[src/spi_eeprom_consts.svh]
/*
   Timing counts, opcodes and reset values for the serial EEPROM command master.
   Assumes inclusion by bare name from the design files; definitions only.
*/
`ifndef SPI_EEPROM_CONSTS_SVH
`define SPI_EEPROM_CONSTS_SVH

// ----------------------------------------------------------------------------
// One-byte instruction codes, sent most significant bit first
// ----------------------------------------------------------------------------
`define OP_WRITE_ENABLE  8'h06
`define OP_WRITE_DISABLE 8'h04
`define OP_STATUS_READ   8'h05
`define OP_STATUS_WRITE  8'h01
`define OP_ARRAY_READ    8'h03
`define OP_ARRAY_WRITE   8'h02

// ----------------------------------------------------------------------------
// Link timing and idle values
// ----------------------------------------------------------------------------
`define HALF_MIN         8'h03
`define DUMMY_BYTE       8'hFF
`define LINE_IDLE        1'b1
`define CS_DESELECT      1'b1

`endif

[src/spi_eeprom_pkg.sv]
/*
   Shared types: command kinds and sequencer states.
   Assumes nothing of its surroundings.
*/
package spi_eeprom_pkg;

   // -------------------------------------------------------------------------
   // Commands the master can run
   // -------------------------------------------------------------------------
   typedef enum logic [2:0] {
      write_enable_cmd  = 3'h0,
      write_disable_cmd = 3'h1,
      status_read_cmd   = 3'h2,
      status_write_cmd  = 3'h3,
      array_read_cmd    = 3'h4,
      array_write_cmd   = 3'h5
   } cmd_kind_e;

   // -------------------------------------------------------------------------
   // Sequencer states, Gray along idle-setup-shift-hold
   // -------------------------------------------------------------------------
   typedef enum logic [1:0] {
      st_idle  = 2'b00,
      st_setup = 2'b01,
      st_shift = 2'b11,
      st_hold  = 2'b10
   } seq_state_e;

endpackage : spi_eeprom_pkg

[src/shift_if.sv]
/*
   Carrier between the command sequencer and the byte shift engine.
   Assumes both ends run on the same clock.
*/
`timescale 1ns/1ns
`default_nettype none

interface shift_if;
   logic       start;
   logic [7:0] half_div;
   logic [7:0] tx_byte;
   logic [7:0] rx_byte;
   logic       done;

   modport seq    (output start, half_div, tx_byte, input rx_byte, done);
   modport engine (input start, half_div, tx_byte, output rx_byte, done);
endinterface : shift_if

`default_nettype wire

[src/spi_byte_shifter.sv]
/*
   Byte shift engine: one byte per start, mode 3, most significant bit first.
   Assumes start only while idle and half_div of at least three cycles.
*/
`timescale 1ns/1ns
`default_nettype none
`include "spi_eeprom_consts.svh"

module spi_byte_shifter (
   // Clock and reset
   input  wire logic      clk_sys,
   input  wire logic      srst,
   // Sequencer side
   shift_if.engine        sh_if,
   // Link pins
   input  wire logic      serial_in,
   output logic           sclk,
   output logic           serial_out
);

   typedef struct packed {
      logic       sync1;
      logic       sync2;
      logic       sclk;
      logic       sout;
      logic       active;
      logic       low_half;
      logic       done;
      logic [2:0] bit_n;
      logic [7:0] cnt;
      logic [7:0] sh;
   } eng_s;

   eng_s s;
   eng_s next_s;

   // ------------------------------------------------------------------------
   // Bit timing: falling edge launches, rising edge samples
   // ------------------------------------------------------------------------
   always_comb begin
      next_s       = s;
      next_s.sync1 = serial_in;
      next_s.sync2 = s.sync1;
      next_s.done  = 1'b0;
      if (!s.active) begin
         next_s.sclk = `LINE_IDLE;
         next_s.sout = `LINE_IDLE;
         if (sh_if.start) begin
            next_s.active   = 1'b1;
            next_s.low_half = 1'b1;
            next_s.sclk     = 1'b0;
            next_s.sout     = sh_if.tx_byte[7];
            next_s.sh       = sh_if.tx_byte;
            next_s.cnt      = 8'h00;
            next_s.bit_n    = 3'h0;
         end
      end else if (s.cnt != sh_if.half_div - 8'h01) begin
         next_s.cnt = s.cnt + 8'h01;
      end else begin
         next_s.cnt = 8'h00;
         if (s.low_half) begin
            // Synchronised input is two cycles old, hence the three-cycle floor
            next_s.low_half = 1'b0;
            next_s.sclk     = 1'b1;
            next_s.sh       = {s.sh[6:0], s.sync2};
         end else if (s.bit_n == 3'h7) begin
            next_s.active = 1'b0;
            next_s.done   = 1'b1;
            next_s.sout   = `LINE_IDLE;
         end else begin
            next_s.low_half = 1'b1;
            next_s.sclk     = 1'b0;
            next_s.sout     = s.sh[7];
            next_s.bit_n    = s.bit_n + 3'h1;
         end
      end
   end

   // State register
   always_ff @(posedge clk_sys) begin
      if (srst) begin
         s <= '{sclk: `LINE_IDLE, sout: `LINE_IDLE, default: '0};
      end else begin
         s <= next_s;
      end
   end

   assign sclk          = s.sclk;
   assign serial_out    = s.sout;
   assign sh_if.done    = s.done;
   assign sh_if.rx_byte = s.sh;

   // ------------------------------------------------------------------------
   // Checks
   // ------------------------------------------------------------------------
   property p_idle_clock_high;
      @(posedge clk_sys) disable iff (srst)
      (!s.active && !$past(s.active)) |-> (sclk && serial_out);
   endproperty
   a_idle_clock_high: assert property (p_idle_clock_high)
      else $error("clock or data not high while engine idle");

   property p_msb_first;
      @(posedge clk_sys) disable iff (srst)
      (sh_if.start && !s.active) |=> (!sclk && serial_out == $past(sh_if.tx_byte[7]));
   endproperty
   a_msb_first: assert property (p_msb_first)
      else $error("first bit launched is not the top bit");

endmodule : spi_byte_shifter

`default_nettype wire

[src/spi_eeprom_command_master.sv]
/*
   Serial EEPROM command master: frames one command per select, drives the
   select pin, and streams write data in and read data out by byte offset.
   Assumes the command, wait and rate inputs come from logic on clk_sys and
   stay steady while busy; serial_in is an asynchronous pin.
*/
`timescale 1ns/1ns
`default_nettype none
`include "spi_eeprom_consts.svh"

// Functional notes
// - The link runs in mode 3, clock idling high and data sampled on the rising second edge.
// - A programmable wait separates the select going low from the first falling clock edge.
// - A programmable wait separates the last rising clock edge from the select going high.
// - Each access is select low, wait, shift bytes, wait, select high.
// - Commands start with an opcode: write enable 06, write disable 04, status read 05.
// - Status write is 01, array read is 03, array write is 02.
// - The status byte is only reached through its own opcodes and is passed as a plain byte.
// - After reset and between operations the select is held high.
// - When enabled the input is left as input, outputs idle high, and the rate is applied.
// - When disabled no new command starts; one already running completes, then the clock and data outputs stay high.
// - The select is a plain output driven apart from the shifter, which makes its own clock.
// - The byte offset at the memory equals the byte offset in the local buffer.
// - The select holds its high value before its output enable turns on.
module spi_eeprom_command_master #(
   parameter int ADDR_BYTES = 2
) (
   // Clock and reset
   input  wire logic                          clk_sys,
   input  wire logic                          srst,
   // Control
   input  wire logic                          serial_en,
   input  wire logic [7:0]                    half_div,
   input  wire logic [7:0]                    setup_cycles,
   input  wire logic [7:0]                    hold_cycles,
   // Command request
   input  wire logic                          cmd_valid,
   input  wire spi_eeprom_pkg::cmd_kind_e     cmd_kind,
   input  wire logic [8*ADDR_BYTES-1:0]       cmd_addr,
   input  wire logic [15:0]                   cmd_len,
   output logic                               cmd_ready,
   output logic                               busy,
   output logic                               done,
   // Write data stream
   input  wire logic                          tx_valid,
   input  wire logic [7:0]                    tx_data,
   output logic                               tx_ready,
   output logic [8*ADDR_BYTES-1:0]            tx_index,
   // Read data stream
   output logic                               rx_valid,
   output logic [7:0]                         rx_data,
   output logic [8*ADDR_BYTES-1:0]            rx_index,
   // Link pins
   output logic                               cs_n,
   output logic                               cs_oe,
   output logic                               sclk,
   output logic                               serial_out,
   input  wire logic                          serial_in
);

   localparam int AW = 8 * ADDR_BYTES;

   typedef struct packed {
      spi_eeprom_pkg::seq_state_e st;
      spi_eeprom_pkg::cmd_kind_e  kind;
      logic                       cs_n;
      logic                       cs_oe;
      logic                       cmd_ready;
      logic                       busy;
      logic                       done;
      logic                       inflight;
      logic                       start;
      logic                       tx_ready;
      logic                       rx_valid;
      logic [AW-1:0]              addr;
      logic [16:0]                idx;
      logic [16:0]                total;
      logic [7:0]                 cnt;
      logic [7:0]                 half;
      logic [7:0]                 tx_byte;
      logic [7:0]                 rx_data;
      logic [AW-1:0]              tx_index;
      logic [AW-1:0]              rx_index;
   } seq_s;

   seq_s s;
   seq_s next_s;

   shift_if sh_if ();

   // ------------------------------------------------------------------------
   // Helpers
   // ------------------------------------------------------------------------
   function automatic logic [7:0] op_code(input spi_eeprom_pkg::cmd_kind_e k);
      unique case (k)
         spi_eeprom_pkg::write_enable_cmd:  op_code = `OP_WRITE_ENABLE;
         spi_eeprom_pkg::write_disable_cmd: op_code = `OP_WRITE_DISABLE;
         spi_eeprom_pkg::status_read_cmd:   op_code = `OP_STATUS_READ;
         spi_eeprom_pkg::status_write_cmd:  op_code = `OP_STATUS_WRITE;
         spi_eeprom_pkg::array_read_cmd:    op_code = `OP_ARRAY_READ;
         spi_eeprom_pkg::array_write_cmd:   op_code = `OP_ARRAY_WRITE;
         default:                           op_code = `OP_WRITE_DISABLE;
      endcase
   endfunction : op_code

   // Opcode plus address bytes for array commands
   function automatic logic [16:0] hdr_len(input spi_eeprom_pkg::cmd_kind_e k);
      if (k == spi_eeprom_pkg::array_read_cmd || k == spi_eeprom_pkg::array_write_cmd) begin
         hdr_len = 17'(1 + ADDR_BYTES);
      end else begin
         hdr_len = 17'h00001;
      end
   endfunction : hdr_len

   // A programmed zero still gives one cycle
   function automatic logic wait_over(input logic [7:0] cnt, input logic [7:0] lim);
      wait_over = (lim == 8'h00) || (cnt >= lim - 8'h01);
   endfunction : wait_over

   // ------------------------------------------------------------------------
   // Sequencer
   // ------------------------------------------------------------------------
   always_comb begin
      logic [16:0] hdr;
      logic [16:0] ndata;
      logic [16:0] pos;
      logic [7:0]  byte_out;
      logic        need_tx;
      logic        is_read;
      hdr      = hdr_len(s.kind);
      ndata    = 17'h00000;
      pos      = s.idx - hdr;
      byte_out = `DUMMY_BYTE;
      need_tx  = 1'b0;
      is_read  = (s.kind == spi_eeprom_pkg::array_read_cmd) ||
                 (s.kind == spi_eeprom_pkg::status_read_cmd);
      next_s          = s;
      next_s.cs_oe    = 1'b1;
      next_s.done     = 1'b0;
      next_s.start    = 1'b0;
      next_s.tx_ready = 1'b0;
      next_s.rx_valid = 1'b0;
      unique case (s.st)
         spi_eeprom_pkg::st_idle: begin
            next_s.cs_n = `CS_DESELECT;
            if (s.cmd_ready && cmd_valid) begin
               unique case (cmd_kind)
                  spi_eeprom_pkg::status_write_cmd: ndata = 17'h00001;
                  spi_eeprom_pkg::status_read_cmd,
                  spi_eeprom_pkg::array_read_cmd,
                  spi_eeprom_pkg::array_write_cmd:  ndata = {1'b0, cmd_len};
                  default:                          ndata = 17'h00000;
               endcase
               next_s.kind  = cmd_kind;
               next_s.addr  = cmd_addr;
               next_s.total = hdr_len(cmd_kind) + ndata;
               next_s.half  = (half_div < `HALF_MIN) ? `HALF_MIN : half_div;
               next_s.cs_n  = 1'b0;
               next_s.busy  = 1'b1;
               next_s.cnt   = 8'h00;
               next_s.st    = spi_eeprom_pkg::st_setup;
            end
         end
         spi_eeprom_pkg::st_setup: begin
            if (wait_over(s.cnt, setup_cycles)) begin
               next_s.idx = 17'h00000;
               next_s.st  = spi_eeprom_pkg::st_shift;
            end else begin
               next_s.cnt = s.cnt + 8'h01;
            end
         end
         spi_eeprom_pkg::st_shift: begin
            if (!s.inflight) begin
               if (s.idx == 17'h00000) begin
                  byte_out = op_code(s.kind);
               end else if (s.idx < hdr) begin
                  byte_out = 8'(s.addr >> (8 * (hdr - s.idx - 17'h00001)));
               end else if (!is_read) begin
                  need_tx  = 1'b1;
                  byte_out = tx_data;
               end
               // Stall with the clock high until write data shows up
               if (!need_tx || tx_valid) begin
                  next_s.start    = 1'b1;
                  next_s.inflight = 1'b1;
                  next_s.tx_byte  = byte_out;
                  next_s.tx_ready = need_tx;
                  next_s.tx_index = s.addr + AW'(pos);
               end
            end else if (sh_if.done) begin
               next_s.inflight = 1'b0;
               if (is_read && s.idx >= hdr) begin
                  next_s.rx_valid = 1'b1;
                  next_s.rx_data  = sh_if.rx_byte;
                  next_s.rx_index = s.addr + AW'(pos);
               end
               if (s.idx == s.total - 17'h00001) begin
                  next_s.cnt = 8'h00;
                  next_s.st  = spi_eeprom_pkg::st_hold;
               end else begin
                  next_s.idx = s.idx + 17'h00001;
               end
            end
         end
         spi_eeprom_pkg::st_hold: begin
            if (wait_over(s.cnt, hold_cycles)) begin
               next_s.cs_n = `CS_DESELECT;
               next_s.busy = 1'b0;
               next_s.done = 1'b1;
               next_s.st   = spi_eeprom_pkg::st_idle;
            end else begin
               next_s.cnt = s.cnt + 8'h01;
            end
         end
         default: next_s.st = spi_eeprom_pkg::st_idle;
      endcase
      // Disabled link takes no new command; one already running completes
      next_s.cmd_ready = (next_s.st == spi_eeprom_pkg::st_idle) && !next_s.done &&
                         serial_en && s.cs_oe;
   end

   // Select preloads high while its enable is still off
   always_ff @(posedge clk_sys) begin
      if (srst) begin
         s <= '{st: spi_eeprom_pkg::st_idle, kind: spi_eeprom_pkg::write_disable_cmd,
                cs_n: `CS_DESELECT, default: '0};
      end else begin
         s <= next_s;
      end
   end

   // ------------------------------------------------------------------------
   // Shift engine and outputs
   // ------------------------------------------------------------------------
   assign sh_if.start    = s.start;
   assign sh_if.half_div = s.half;
   assign sh_if.tx_byte  = s.tx_byte;

   spi_byte_shifter u_shifter (
      .clk_sys    (clk_sys),
      .srst       (srst),
      .sh_if      (sh_if),
      .serial_in  (serial_in),
      .sclk       (sclk),
      .serial_out (serial_out)
   );

   assign cs_n      = s.cs_n;
   assign cs_oe     = s.cs_oe;
   assign cmd_ready = s.cmd_ready;
   assign busy      = s.busy;
   assign done      = s.done;
   assign tx_ready  = s.tx_ready;
   assign tx_index  = s.tx_index;
   assign rx_valid  = s.rx_valid;
   assign rx_data   = s.rx_data;
   assign rx_index  = s.rx_index;

   // ------------------------------------------------------------------------
   // Checks
   // ------------------------------------------------------------------------
   property p_idle_deselected;
      @(posedge clk_sys) disable iff (srst)
      (s.st == spi_eeprom_pkg::st_idle && !$past(s.st == spi_eeprom_pkg::st_setup)) |-> cs_n;
   endproperty
   a_idle_deselected: assert property (p_idle_deselected)
      else $error("select low while sequencer idle");

   property p_oe_after_preload;
      @(posedge clk_sys) disable iff (srst)
      $rose(cs_oe) |-> (cs_n && $past(cs_n));
   endproperty
   a_oe_after_preload: assert property (p_oe_after_preload)
      else $error("select enabled without high preload");

   property p_setup_gap;
      @(posedge clk_sys) disable iff (srst)
      $fell(cs_n) |-> sclk [*3];
   endproperty
   a_setup_gap: assert property (p_setup_gap)
      else $error("clock fell too soon after select");

   property p_hold_gap;
      @(posedge clk_sys) disable iff (srst)
      $rose(cs_n) |-> ($past(sclk, 1) && $past(sclk, 2) && $past(sclk, 3));
   endproperty
   a_hold_gap: assert property (p_hold_gap)
      else $error("select rose too soon after clock");

   property p_opcode_first;
      @(posedge clk_sys) disable iff (srst)
      (s.start && s.idx == 17'h00000) |-> (s.tx_byte == op_code(s.kind));
   endproperty
   a_opcode_first: assert property (p_opcode_first)
      else $error("first byte of frame is not the opcode");

   property p_shift_selected;
      @(posedge clk_sys) disable iff (srst)
      (!sclk || s.st == spi_eeprom_pkg::st_shift) |-> !cs_n;
   endproperty
   a_shift_selected: assert property (p_shift_selected)
      else $error("clock active while deselected");

   property p_disabled_quiet;
      @(posedge clk_sys) disable iff (srst)
      (!serial_en && s.st == spi_eeprom_pkg::st_idle) |=> (sclk && serial_out && !busy);
   endproperty
   a_disabled_quiet: assert property (p_disabled_quiet)
      else $error("link lines not idle high while disabled");

   property p_done_ends_frame;
      @(posedge clk_sys) disable iff (srst)
      done |-> (cs_n && !busy && $past(s.st == spi_eeprom_pkg::st_hold));
   endproperty
   a_done_ends_frame: assert property (p_done_ends_frame)
      else $error("done without frame close");

endmodule : spi_eeprom_command_master

`default_nettype wire

[config.mk]
export PLATFORM = sky130hd
export DESIGN_NAME = spi_eeprom_command_master
export DESIGN_NICKNAME = d
export VERILOG_FILES = /design/src/spi_eeprom_pkg.sv /design/src/shift_if.sv /design/src/spi_byte_shifter.sv /design/src/spi_eeprom_command_master.sv
export VERILOG_INCLUDE_DIRS = /design/src
export SDC_FILE = /design/constraint.sdc
export NUM_CORES = 1
export LEC_CHECK = 0
export BUFFER_PORTS_ARGS = -buffer_cell sky130_fd_sc_hd__buf_2
export CORE_ASPECT_RATIO = 0.8
export CORE_MARGIN = 5
export CORE_UTILIZATION = 40
export DETAILED_ROUTE_END_ITERATION = 16
export PLACE_DENSITY = 0.71
export SYNTH_ARGS = -nofsm -noshare
export SYNTH_HDL_FRONTEND = slang
export SYNTH_HIERARCHICAL = 1
export SYNTH_SLANG_ARGS = --single-unit
[constraint.sdc]
create_clock -name clk_sys -period 3.3 [get_ports clk_sys]
set_input_delay 0.33 -clock clk_sys [delete_from_list [all_inputs] [get_ports clk_sys]]
set_output_delay 0.33 -clock clk_sys [all_outputs]
set_load 0.01 [all_outputs]
==> flow_metrics.tcl <==
set metrics [dict create \
    grt_first_pass_wirelength_um 44400 \
    cp_data_arrival_time_ns 3.41 \
    floorplan.initialDensity_pct 40.2 \
    final_core_utilization_pct 45.9 \
    multi_input_combinational_cell_area_sq_um 6110 \
    most_used_cells_in_the_layout_excluding_fill_and_tap_cells "232 x nand2_1, 154 x dfxtp_1, 120 x buf_2" \
    y_dimension_of_the_die_um 152 \
    timing.setup.tns_ns 0 \
    synth-async-reset-ratio_pct 0 \
    detailed_place.area_sq_um 11000 \
    cts_repair_resize_count 0 \
    path_clk_slew_ns 0.07 \
    netSwitchingFraction_pct 26.9 \
    post-place-cells 1699 \
    count_of_routing_violations_after_the_opening_detailed_route_iteration 626 \
    cellLeakagePower_nw 4.71 \
    post-cts-setup-buffer-count 0 \
    post_synth_instance_area_sq_um 10100 \
    die_w_um 188 \
    cts_hold_buffers 0 \
    final-hold-violation-count 0 \
    grt-ovfl-total 0 \
    clk-insertion-delay-late_ns 0.42 \
    finalWeightedCongestion 0.855 \
    worst-slew-pin-transition_ns 0.855 \
    number_of_distinct_library_cell_variants_in_the_gate_level_netlist_after_synthesis 80 \
    grt_setup_unrepaired "false" \
    final_antenna_net_count 0 \
    finClkSkew_ns 0.00808 \
    combinationalPowerShare_pct 10.7 \
    cp-end-kind "register" \
    critPathSlowestCell "or4_1" \
    final_cell_count_no_fill 1731 \
    run_status "finished, final reports clean" \
    layout.area.seq_sq_um 3080 \
    finish.net_count 1534 \
    cts_sinks 154 \
    grt_pass1_vias 8915 \
    report.power.total_mw 4.26 \
    synth_nets 1448 \
    p_clk_share_pct 45.0 \
    power.density_nw_per_um2 369 \
    detail_route.wl_per_cell_um 15.6 \
    internal_power_mw 3.11 \
    via_per_inst 5.39 \
    net-switching-power_mw 1.14 \
    fin_crit_sh_pct 94.0 \
    ant_cells 0 \
    pwr-share-seq_pct 44.3 \
    track_usage_pct 18.4 \
    numPortBuffers 121 \
    fp-row-count 52 \
    postSynth.topFlopCell "dfxtp_1" \
    critical_path.startpoint "s[65]" \
    drive_gt1_share_pct 17.1 \
    critical_path.cell_chain "inv_1 > ha_2 > nor3b_1 > nand4_1 > or3_4 > a211o_1 > or4_1 > and4_1 > a311o_1" \
    filler_cell_count 2496 \
    layout.cells.most_common "nand2_1" \
    report.final.setup_viol 0 \
    placeableCoreArea_sq_um 25100 \
    seq_area_frac_synth_pct 30.5 \
    syn_inst 1308 \
    final_period_minus_worst_setup_slack_ns 3.10 \
    worst_hold_startpoint "serial_in" \
    dp.final_hpwl_um 20600 \
    postSynthAreaPerCell_sq_um 7.72 \
    ys.warnings.count 6 \
    clk_path_buf_depth 2 \
    drc 0 \
    pre_cts_slack_ns -0.183 \
    fin_area_sq_um 11500 \
    fin_worst_hold_slack_ns 0.137 \
    max_stage_delay_ns 0.57 \
    timing_max_transition_violations_final 0 \
    timing.rr.start "s[65]" \
    clk_root_buffer_cell "clkbuf_16" \
    worstPathRequired_ns 3.60 \
    tritoncts_clock_tree "done" \
    cts_buffers 17 \
    irDropWorstVdd_uv 355 \
    largest_fanout_of_any_net_on_the_critical_path 8 \
    totalWireLength_um 27000 \
    syn_to_final_growth_pct 14.3 \
    cap_viol_max_count 0 \
    grt_max_degree 112 \
    post-route-worst-setup-slack_ns 0.197 \
    die_area_sq_um 28500 \
    number_of_levels_in_the_clock_h_tree 4 \
    antenna_found_initial 0 \
    crit_path_start_kind "register" \
    critPathKind "register to register" \
    clock.fmax_mhz 322 \
    hold_path.class "primary input to register" \
    yosys_register_bits 154 \
    pin_count 122 \
    timing.slew.headroom_pct 42.5 \
    via_count 9324 \
    detailedRoute.firstPassIterationCount 5 \
    synth_enable_flop_cells 0 \
]
## power by group through the flow
stage	Combinational (mW)	Sequential, mW	Clock (mW)
global placement	0.437	1.93	0
finish	0.454	1.89	1.92
CTS	0.452	1.89	1.96
detailed placement	0.448	1.93	0
global route	0.505	1.89	2.03
floorplan	0.276	1.93	0
## synthesized netlist by cell type, types with 4 or more instances
cell type	count	share of area, %
a2111oi_0	4	0.35
a211o_1	6	0.52
a211oi_1	18	1.3
a21boi_0	4	0.30
a21o_1	7	0.52
a21oi_1	111	5.5
a22oi_1	11	0.82
a311o_1	4	0.40
a31oi_1	9	0.56
and2_1	7	0.43
and3_1	7	0.43
and4_1	4	0.35
buf_2	6	0.30
buf_4	48	3.6
clkbuf_1	47	1.7
dfxtp_1	154	31
ha_1	65	8.1
inv_1	90	3.3
mux2_2	8	0.89
mux2i_1	33	3.3
nand2_1	232	8.6
nand2b_1	15	0.93
nand3_1	32	1.6
nand3b_1	5	0.37
nand4_1	16	0.99
nor2_1	85	3.2
nor2b_1	22	1.4
nor3_1	33	1.6
nor3b_1	7	0.52
nor4_1	10	0.62
o211ai_1	16	1.2
o21a_1	7	0.52
o21ai_0	33	1.6
o31ai_1	11	0.82
or2_2	4	0.25
or3_1	5	0.31
or4_1	5	0.37
xnor2_1	33	2.9
xor2_1	33	2.9
## cell families after synthesis
group           synth area share, %
compound gates                 18.1
xor+xnor                       5.72
fa+ha+maj                      8.45
buf+inv                        9.22
flops                          30.5
mux                            4.28
simple gates                   23.7
## critical path, delay by kind of cell, from the launching register on
kind	cells	cell delay (ns)
buffers and inverters	1	0.07
AO/OA/AOI/OAI	2	0.64
AND/OR/NAND/NOR	5	1.64
flip-flops	1	0.36
adder cells (fa/ha/maj)	1	0.27
## registers in the layout (all words and copies together) (netlist names), 8 cells and up
register,flops
rx_data,8
rx_index,16
s,64
sh_if.half_div,8
sh_if.tx_byte,8
tx_index,16
u_shifter/s,14
u_shifter/sh_if.rx_byte,8
## final timing paths
kind	slack, ns	endpoint	cells past startpoint
setup reg to reg	0.20	s[63]	9
setup / recovery	0.20	s[63]	9
hold / removal	0.14	u_shifter/next_s[24]	2
hold reg to reg	0.45	rx_data[3]	2
## per-layer routing
layer | vias to the layer above | share of wire, % | global-route usage [%] | wire (um)
met2 | 245 | 46 | 30.3 | 12500
met5 | - | 0 | 0 | 0
met1 | 4398 | 47 | 24.9 | 12800
met4 | 0 | 1.1 | 3.11 | 293
li1 | 4655 | - | - | -
met3 | 26 | 5.4 | 4.70 | 1450
## layout make-up
class / instances / share of cell area [%]
Multi-Input combinational cell: 958 / 53.0
Sequential cell: 154 / 26.7
Timing Repair Buffer: 172 / 8.91
Clock buffer: 17 / 3.69
Tap cell: 324 / 3.51
Inverter: 91 / 2.96
Clock inverter: 15 / 1.23
Power figures use the tool's default switching activity.
